## src/arsc_map.svh

```systemverilog
`ifndef ARSC_MAP_SVH
`define ARSC_MAP_SVH
// special-function-register addresses
`define ARSC_ADDR_OFFSET_LOW 8'h85
`define ARSC_ADDR_OFFSET_HIGH 8'h86
`define ARSC_ADDR_REF_CTRL 8'hD1
// reference control field positions
`define ARSC_BIT_GND_SEL 5
`define ARSC_BIT_REF_SEL_HI 4
`define ARSC_BIT_REF_SEL_LO 3
`define ARSC_BIT_SENSOR_EN 2
`define ARSC_BIT_PREC_OE 0
// reset values
`define ARSC_RST_REF_CTRL 8'h18
// arbitrary default offset, normally set by production trim
`define ARSC_DEF_SENSOR_OFFSET 10'h200
`endif

```

## src/arsc_pkg.sv

```systemverilog
package arsc_pkg;
   // reference multiplexer codes
   typedef enum logic [1:0] {
      ARSC_REF_EXT_PIN = 2'h0,
      ARSC_REF_MAIN_SUPPLY = 2'h1,
      ARSC_REF_DIGITAL_SUPPLY = 2'h2,
      ARSC_REF_HIGH_SPEED = 2'h3
   } arsc_ref_sel_type;
   // software-visible control fields
   typedef struct packed {
      logic analog_ground_select;
      arsc_ref_sel_type reference_select;
      logic sensor_enable;
      logic precision_reference_output_enable;
   } arsc_ctrl_type;
   // converter phase indications
   typedef struct packed {
      logic sampling;
      logic converting;
      logic sensor_selected;
   } arsc_conv_type;
   // analog-side controls
   typedef struct packed {
      arsc_ref_sel_type ref_mux_sel;
      logic gnd_from_pin;
      logic high_speed_ref_en;
      logic precision_ref_en;
      logic precision_ref_to_pin;
      logic sensor_on;
   } arsc_analog_type;
   // phase of the converter as seen by the ground mux
   typedef enum logic [2:0] {
      ARSC_PH_IDLE = 3'h1,
      ARSC_PH_SAMPLE = 3'h2,
      ARSC_PH_CONVERT = 3'h4
   } arsc_phase_type;
endpackage : arsc_pkg

```

## src/arsc_mux_ctrl.sv

```systemverilog
`timescale 1ns/100ps
// combinational steering of reference and ground multiplexers
module arsc_mux_ctrl (
   // software settings
   input arsc_pkg::arsc_ctrl_type ctrl,
   // converter phase
   input arsc_pkg::arsc_phase_type phase,
   input wire logic sensor_selected,
   // analog controls before registering
   output arsc_pkg::arsc_analog_type analog
);
   // per-phase ground choice
   function automatic logic gnd_pick(input arsc_pkg::arsc_ctrl_type c, input arsc_pkg::arsc_phase_type p,
                                     input logic sens);
      logic g;
      g = c.analog_ground_select;
      if (p == arsc_pkg::ARSC_PH_SAMPLE && sens) begin
         g = 1'b0;
      end
      if (p == arsc_pkg::ARSC_PH_CONVERT && c.reference_select == arsc_pkg::ARSC_REF_HIGH_SPEED) begin
         g = 1'b0;
      end
      return g;
   endfunction : gnd_pick

   // reference and enable decode
   always_comb begin
      analog.ref_mux_sel = ctrl.reference_select;
      analog.gnd_from_pin = gnd_pick(ctrl, phase, sensor_selected);
      // high-speed reference only powered while the converter works, low power otherwise
      analog.high_speed_ref_en = (ctrl.reference_select == arsc_pkg::ARSC_REF_HIGH_SPEED)
                                 && (phase != arsc_pkg::ARSC_PH_IDLE);
      analog.precision_ref_en = ctrl.precision_reference_output_enable;
      analog.precision_ref_to_pin = ctrl.precision_reference_output_enable;
      analog.sensor_on = ctrl.sensor_enable;
   end
endmodule : arsc_mux_ctrl

```

## src/arsc_top.sv

```systemverilog
// Operation
// - the high offset byte reads offset bits 9:2, read only, with a part-specific value.
// - the low offset byte holds offset bits 1:0 in bits 7:6, bits 5:0 read zero, writes ignored.
// - select code 00 with precision enable clear routes the external pin and keeps precision off.
// - select code 11 powers the high-speed reference only while the converter is working.
// - precision enable 1 with code 00 turns the precision reference on and uses it.
// - code 01 selects the main supply and code 10 the internal digital supply.
// - ground select 1 takes ground from the analog ground pin in sampling and conversion.
// - sampling the temperature sensor always uses internal ground.
// - with the high-speed reference selected, conversion always uses internal ground.
// - the sensor enable bit switches the sensor; off leaves its output high impedance.
// - the offset bytes hold a production raw result taken near room temperature.
// - control holds ground select bit 5, select bits 4:3, sensor enable bit 2, output enable bit 0.
`timescale 1ns/100ps
`include "arsc_map.svh"
module arsc_top #(
   // production trim value, arbitrary default
   parameter logic [9:0] SENSOR_OFFSET = `ARSC_DEF_SENSOR_OFFSET
) (
   // clock and reset
   input wire logic core_clk,
   input wire logic resetn,
   input wire logic clk_en,
   // special-function-register bus
   input wire logic [7:0] sfr_addr,
   input wire logic sfr_wr,
   input wire logic sfr_rd,
   input wire logic [7:0] sfr_wdata,
   output logic [7:0] sfr_rdata,
   // converter status
   input arsc_pkg::arsc_conv_type conv,
   // analog controls
   output arsc_pkg::arsc_analog_type analog
);
   logic rst_meta_r;
   logic rst_sync_r;
   arsc_pkg::arsc_ctrl_type ctrl_r;
   arsc_pkg::arsc_ctrl_type ctrl_nxt;
   arsc_pkg::arsc_phase_type phase_r;
   arsc_pkg::arsc_phase_type phase_nxt;
   logic [7:0] rdata_r;
   logic [7:0] rdata_nxt;
   arsc_pkg::arsc_analog_type analog_r;
   arsc_pkg::arsc_analog_type analog_comb;

   // reset release through two flops
   always_ff @(posedge core_clk or negedge resetn) begin
      if (!resetn) begin
         rst_meta_r <= 1'b0;
         rst_sync_r <= 1'b0;
      end else begin
         rst_meta_r <= 1'b1;
         rst_sync_r <= rst_meta_r;
      end
   end

   // control register pack and unpack
   function automatic logic [7:0] ctrl_pack(input arsc_pkg::arsc_ctrl_type c);
      logic [7:0] v;
      v = 8'h00; // unused bits 7:6 and 1 read zero
      v[`ARSC_BIT_GND_SEL] = c.analog_ground_select;
      v[`ARSC_BIT_REF_SEL_HI:`ARSC_BIT_REF_SEL_LO] = c.reference_select;
      v[`ARSC_BIT_SENSOR_EN] = c.sensor_enable;
      v[`ARSC_BIT_PREC_OE] = c.precision_reference_output_enable;
      return v;
   endfunction : ctrl_pack

   function automatic arsc_pkg::arsc_ctrl_type ctrl_unpack(input logic [7:0] v);
      arsc_pkg::arsc_ctrl_type c;
      c.analog_ground_select = v[`ARSC_BIT_GND_SEL];
      c.reference_select = arsc_pkg::arsc_ref_sel_type'(v[`ARSC_BIT_REF_SEL_HI:`ARSC_BIT_REF_SEL_LO]);
      c.sensor_enable = v[`ARSC_BIT_SENSOR_EN];
      c.precision_reference_output_enable = v[`ARSC_BIT_PREC_OE];
      return c;
   endfunction : ctrl_unpack

   // register writes; offset bytes take no write
   always_comb begin
      ctrl_nxt = ctrl_r;
      if (sfr_wr && sfr_addr == `ARSC_ADDR_REF_CTRL) begin
         ctrl_nxt = ctrl_unpack(sfr_wdata);
      end
   end

   // converter phase tracking, conversion outranks sampling
   always_comb begin
      if (conv.converting) begin
         phase_nxt = arsc_pkg::ARSC_PH_CONVERT;
      end else if (conv.sampling) begin
         phase_nxt = arsc_pkg::ARSC_PH_SAMPLE;
      end else begin
         phase_nxt = arsc_pkg::ARSC_PH_IDLE;
      end
   end

   // read data, unmapped addresses read zero
   always_comb begin
      rdata_nxt = sfr_rdata;
      if (sfr_rd) begin
         unique case (sfr_addr)
            `ARSC_ADDR_OFFSET_HIGH: rdata_nxt = SENSOR_OFFSET[9:2];
            `ARSC_ADDR_OFFSET_LOW: rdata_nxt = {SENSOR_OFFSET[1:0], 6'h00};
            `ARSC_ADDR_REF_CTRL: rdata_nxt = ctrl_pack(ctrl_r);
            default: rdata_nxt = 8'h00;
         endcase
      end
   end

   // steering uses the registered settings, so outputs lag a write by one edge
   arsc_mux_ctrl u_mux (
      .ctrl(ctrl_r),
      .phase(phase_nxt),
      .sensor_selected(conv.sensor_selected),
      .analog(analog_comb)
   );

   // state registers, frozen while clk_en low
   always_ff @(posedge core_clk or negedge rst_sync_r) begin
      if (!rst_sync_r) begin
         ctrl_r <= ctrl_unpack(`ARSC_RST_REF_CTRL);
         phase_r <= arsc_pkg::ARSC_PH_IDLE;
         rdata_r <= 8'h00;
         analog_r <= '0;
      end else if (clk_en) begin
         ctrl_r <= ctrl_nxt;
         phase_r <= phase_nxt;
         rdata_r <= rdata_nxt;
         analog_r <= analog_comb;
      end
   end

   assign sfr_rdata = rdata_r;
   assign analog = analog_r;
endmodule : arsc_top

```

## config.mk

```make
export PLATFORM = sky130hd
export DESIGN_NAME = arsc_top
export DESIGN_NICKNAME = d
export VERILOG_FILES = /design/src/arsc_pkg.sv /design/src/arsc_mux_ctrl.sv /design/src/arsc_top.sv
export VERILOG_INCLUDE_DIRS = /design/src /design/src/src
export SDC_FILE = /design/constraint.sdc
export NUM_CORES = 1
export LEC_CHECK = 0
export ABC_CLOCK_PERIOD_IN_PS = 800
export BUFFER_PORTS_ARGS = -buffer_cell sky130_fd_sc_hd__buf_2
export CAP_MARGIN = 25
export CORE_MARGIN = 2
export CORE_UTILIZATION = 40
export DETAILED_ROUTE_END_ITERATION = 7
export GPL_TIMING_DRIVEN = 1
export PLACE_DENSITY_LB_ADDON = 0.12
export SKIP_CTS_REPAIR_TIMING = 1
export SYNTH_ARGS = -nofsm -noshare
export SYNTH_HDL_FRONTEND = slang
export SYNTH_SLANG_ARGS = --single-unit
```

## constraint.sdc

```tcl
create_clock -name core_clk -period 0.8 [get_ports core_clk]
set_input_delay 0.12 -clock core_clk [delete_from_list [all_inputs] [get_ports core_clk]]
set_output_delay 0.12 -clock core_clk [all_outputs]
set_load 0.02 [all_outputs]
```

* Yosys cells after proc, flatten, opt, wreduce, memory -nomap -nowiden
Cells that the tools add are included.
** Storage, ports and cells
- Bits of input ports :: 24
- Word-level logic and storage cells :: 29
- Bits in registers :: 21
- Output and inout port bits :: 15
** Operators by class
- Reduce and logical (&&, ||, !) cells :: 6
- Multiplexer cells :: 5
- Eq/ne operators :: 6
** Operator list (number)
- $eq A8 B8 Y1 const B :: 2
- $pmux W8 S2 :: 1
- $logic_and A1 B1 Y1 :: 4
- $reduce_and A2 Y1 :: 2
- $eq A3 B2 Y1 const B :: 1
- $eq A3 B3 Y1 const B :: 1
- $mux W3 :: 1
- $ne A3 B1 Y1 const B :: 1
- $eq A2 B2 Y1 const B :: 1
- $mux W1 :: 2
- $mux W2 :: 1

* Logic depth before layout (Yosys ltp)
- Depth after elaboration :: 6
- Mapped depth :: 4
- Depth with buffers taken out :: 3

* Hierarchy
Synthesis repeated with hierarchy kept, for this count alone.
** Unflattened totals
- Cell total of the unflattened synthesis :: 79
- Area total of the unflattened synthesis :: 947.2 µm²
** By module, submodules not included
- arsc_top :: instances 1, area an instance 853.3 µm², cells an instance 68, sequential area each 503.0 µm²
- arsc_mux_ctrl :: instances 1, area an instance 93.8 µm², cells an instance 11, sequential area each 0.0 µm²

* Worst setup path before layout
OpenSTA, ideal clock, no wires.
- Kind :: input to register
- From :: input sfr_addr[3]
- To :: register ctrl_r[0] in the netlist's numbering
- Path buffers :: 1
- Arrival :: 1.003 ns
- Data required time :: 0.675 ns
- Library setup time :: 0.125 ns
- Path slack :: -0.328 ns
- Stages on the path :: 4
- Path through :: and4bb_1 -> and4_4 -> buf_6 -> mux2_4
** On the way
- Word-level cells in the longest chain between the ends :: 3
** RTL lines
- from (decl) :: line arsc_top.sv:25 : input wire logic [7:0] sfr_addr,
- $eq A8 B8 Y1
- $logic_and A1 B1 Y1 (no source line)
- $reduce_and A2 Y1 (no source line)
- to (signal assigned) :: line arsc_top.sv:120 : ctrl_r <= ctrl_unpack(`ARSC_RST_REF_CTRL);
- to (signal assigned) :: line arsc_top.sv:125 : ctrl_r <= ctrl_nxt;
- to (decl) :: line arsc_top.sv:37 : arsc_pkg::arsc_ctrl_type ctrl_r;
Every way passes these cells.
A chain may end at the register's enable or synchronous reset.

* Worst setup path after layout
- From :: register analog_r (netlist bit analog[1])
- To :: output analog[1] in the netlist's numbering
** RTL lines
- from (decl) :: line arsc_top.sv:43 : arsc_pkg::arsc_analog_type analog_r;
- from (signal assigned) :: line arsc_top.sv:128 : analog_r <= analog_comb;
- to (decl) :: line arsc_top.sv:33 : output arsc_pkg::arsc_analog_type analog
No word-level cell between the ends.

==> metrics.md <==
| Metric | Value |
|---|---|
| Most instantiated flip-flop cell in the synthesis netlist | `sky130_fd_sc_hd__dfrtp_1` |
| Basic-gate share of the synthesized area counting and, or, nand and nor cells | `0.146` |
| Register-to-register setup slack | `-0.13 ns` |
| Combinational fraction of design power | `0.118` |
| Pin count of the biggest net entering global routing | `12` |
| Routed len/inst | `12.0 µm` |
| Initial core utilization | `0.423` |
| Switching Power | `0.000393 W` |
| Total setup violations reported at the end of the flow | `25` |
| Port Buffers | `33` |
| Library cell with the highest instance count after synthesis | `sky130_fd_sc_hd__dfrtp_1` |
| Drt total wl | `1670 µm` |
| Core area | `1960 µm²` |
| Number of detailed-routing iterations run before antenna repair | `2` |
| Dominant combinational cell family by area after synthesis | `simple AND/OR/NAND/NOR gates` |
| Average cell area after synthesis | `12.0 µm²` |
| Multiplexer share of the synthesized area | `0.145` |
| Category of the critical setup timing path | `reg2out` |
| Antenna diodes | `0` |
| H-tree level count | `1` |
| Metal1 wirelength | `744 µm` |
| Hold_sp | `sfr_wdata[2]` |
| Detail Route met3 WL | `56 µm` |
| Worst-skew pair later-pin latency | `0.29 ns` |
| DP HPWL | `1220 µm` |
| Maximum single-stage delay on the critical path | `0.44 ns` |
| Number of sinks driven by the clock tree | `19` |
| Data arrival time of the worst path | `0.86 ns` |
| Total area of sequential cells | `483 µm²` |
| Die ar. | `2460 µm²` |
| Gate Count Post-Synth | `69` |
| MaxCap Viol Count | `0` |
| Slowest CP cell | `sky130_fd_sc_hd__dfrtp_2` |
| Maximum buffer depth of the clock tree | `2` |
| Required time at the endpoint of the critical path | `0.68 ns` |
| Routed Antenna Nets | `0` |
| Count of final hold-check violations | `0` |
| Fraction of post-synthesis cell area in the top cell type by area | `0.512` |
| Commonest cells post-synth | `17 x sky130_fd_sc_hd__dfrtp_1, 14 x sky130_fd_sc_hd__nand2_1, 8 x sky130_fd_sc_hd__o21ai_0, 5 x sky130_fd_sc_hd__mux2_4, 4 x sky130_fd_sc_hd__mux2_2` |
| CTS tree | `done` |
| Worst R2R End | `analog[4]` |
| Top routing layer used | `met4` |
| Dominant delay contributor by cell family on the critical path | `flip-flops` |
| Total number of vias | `635` |
| Total routing resource utilization after global routing | `0.139` |
| Fraction of the core area covered by cells at the end of the flow | `0.634` |
| Count of fill cells added during filler insertion | `175` |
| Vias in the first global route | `577` |
| Count of cells along the worst register-to-register path | `3` |
| Number of core rows | `16` |
| Dominant cells by area after synthesis | `sky130_fd_sc_hd__dfrtp_1 51%, sky130_fd_sc_hd__mux2_4 9.0%, sky130_fd_sc_hd__dfstp_2 6.3%, sky130_fd_sc_hd__nand2_1 6.3%, sky130_fd_sc_hd__mux2_2 5.4%` |
| Skew final | `0.00276 ns` |
| Layout cell share with drive strength beyond 1 | `0.593` |
| Iteration-0 DRC Markers | `2` |
| Reg clk slew, reported paths | `0.11 ns` |
| Destination of the worst hold path | `ctrl_r[1]` |
| Reported leakage power | `0.596 nW` |
| Number of CTS-inserted buffers | `3` |
| Worst Hold Margin | `0.0516 ns` |
| Setup Slack @ Placement | `-0.430 ns` |
| Cell count of the worst hold path | `2` |
| Min-Delay Path Class | `in2reg` |
| Wire length on met2 | `859 µm` |
| Category of the worst setup path capture point | `primary output` |
| Area share of xor/xnor cells in the synthesized design | `0` |
| Proportion of register bits with asynchronous set or reset after synthesis | `1.00` |
| Number of warnings issued by yosys | `0` |
| Weighted congestion reported at the end of routability-driven placement | `0.751` |
| Internal cell power | `0.00128 W` |
| Adder-cell share of the synthesized area | `0` |
| Worst path buffer plus inverter count | `1` |
| Post-synthesis sequential area ratio | `0.575` |
| Count of pins on the block boundary | `39` |
| Start point of the critical path | `analog[1]` |
| Startpoint of the worst-slack reg-to-reg timing path | `ctrl_r[3]` |
| Multi-input logic area | `342 µm²` |
| Detailed-route vias per instance | `4.54` |
| EDFF count, synth | `0` |
| List of cells traversed by the critical path | `buf_6` |
| Fraction of power spent switching nets | `0.235` |
| Layout Area Growth over Synthesis | `49.7%` |
| Final cycle utilization of the critical path | `1.23` |
| Final Max Tran Viols | `0` |
| Number of distinct standard cells referenced by the synthesized netlist | `18` |
| Design Power | `0.00167 W` |
| Setup crit start kind | `flip-flop` |
| Initial antenna violation count | `0` |
| Wire length of the first global-routing pass | `2600 µm` |
| Clock share of power | `0.285` |
| Setup repair after global routing missed its margin | `yes` |
| Max FO, Critical Path | `3` |
| Remaining DRCs | `0` |
| Outcome | `finished, violations left` |
| P per Cell Area | `1350 nW/µm²` |
| Overall die height | `49.6 µm` |
| Synth Area in Compound Gates | `0.0693` |
| #FFs+latches synth | `19` |
| Stages on worst setup path | `1` |
| Root Driver | `sky130_fd_sc_hd__clkbuf_4` |
| Library cell occupying the most area in the post-synthesis netlist | `sky130_fd_sc_hd__dfrtp_1` |
| Maximum clock rate | `1020 MHz` |
| Worst vdd ir | `0.000855 V` |
| Synthesized area | `831 µm²` |
| Congestion Overflow GR | `0` |
| Violations in the final reports | `negative setup slack` |
| Part of the total power dissipated in sequential elements | `0.597` |
| Minimum setup slack in the final design | `-0.183 ns` |
| X dimension of the die | `49.6 µm` |
| Final net count | `138` |
| Min cycle time layout | `0.983 ns` |
flip-flops by register name, summed over array words and instances (netlist names):
name and count:
analog 6, rst_meta_r 1, sfr_rdata 6, ctrl_r 5
rst_sync_r 1
cells by family after synthesis:
family | count (synthesis)
multiplexers | 9
other | 2
AO/OA/AOI/OAI | 10
AND/OR/NAND/NOR | 22
buffers and inverters | 7
flip-flops | 19
metal layers:
| metal | track usage | up-vias |
|---|---|---|
| li1 | - | 318 |
| met1 | 0.189 | 302 |
| met2 | 0.218 | 13 |
| met3 | 0.0273 | 2 |
| met4 | 0.0556 | 0 |
| met5 | 0 | - |
through the flow:
stage	setup TNS, ns	instances	instance area (µm²)
floorplan	-1.65	70	840
global placement	-2.78	130	1040
detailed placement	-2.92	130	1040
CTS	-3.15	134	1060
global route	-3.85	140	1240
finish	-2.92	140	1240
layout make-up:
cell class	count	area share
flip-flops and latches	19	0.388
repair buffers	44	0.283
multi-input cells	44	0.275
well taps	27	0.0272
clock buffers	4	0.0211
inverters	2	0.00604
layout by cell type (no fill, tap or decap):
cell type / count
sky130_fd_sc_hd__dfstp_2: 2
sky130_fd_sc_hd__and2_1: 1
sky130_fd_sc_hd__and4bb_1: 2
sky130_fd_sc_hd__clkbuf_1: 1
sky130_fd_sc_hd__dlygate4sd3_1: 1
sky130_fd_sc_hd__nand3_1: 1
sky130_fd_sc_hd__nand3_2: 1
sky130_fd_sc_hd__nand2_2: 1
sky130_fd_sc_hd__mux2_4: 7
sky130_fd_sc_hd__mux2_2: 2
sky130_fd_sc_hd__inv_1: 2
sky130_fd_sc_hd__dfrtp_2: 4
sky130_fd_sc_hd__and4_4: 1
sky130_fd_sc_hd__dfrtp_1: 13
sky130_fd_sc_hd__o2111ai_2: 2
sky130_fd_sc_hd__o21ai_0: 4
sky130_fd_sc_hd__nor3b_1: 1
sky130_fd_sc_hd__buf_2: 18
sky130_fd_sc_hd__clkbuf_4: 3
sky130_fd_sc_hd__nand2_1: 13
sky130_fd_sc_hd__buf_6: 17
sky130_fd_sc_hd__nor4b_1: 1
sky130_fd_sc_hd__o21ai_2: 1
sky130_fd_sc_hd__o21ai_1: 3
sky130_fd_sc_hd__conb_1: 3
sky130_fd_sc_hd__buf_4: 8
worst max-delay path by stage:
stage | endpoint | slack [ns]
2_1_floorplan | ctrl_r[0] | -0.32
3_3_place_gp | ctrl_r[0] | -0.42
3_5_place_dp | ctrl_r[4] | -0.43
4_1_cts | analog[1] | -0.20
5_1_grt | analog[2] | -0.22
6_report | analog[1] | -0.18
power by group through the flow:
stage	Clock [W]	Sequential, W	Combinational (W)
2_1_floorplan	0	0.00103	0.0000661
3_3_place_gp	0	0.00101	0.000166
3_5_place_dp	0	0.00101	0.000169
4_1_cts	0.000494	0.000995	0.000169
5_1_grt	0.000544	0.00100	0.000216
6_report	0.000477	0.00100	0.000197
Note: power is estimated with default switching activity, not from simulation.
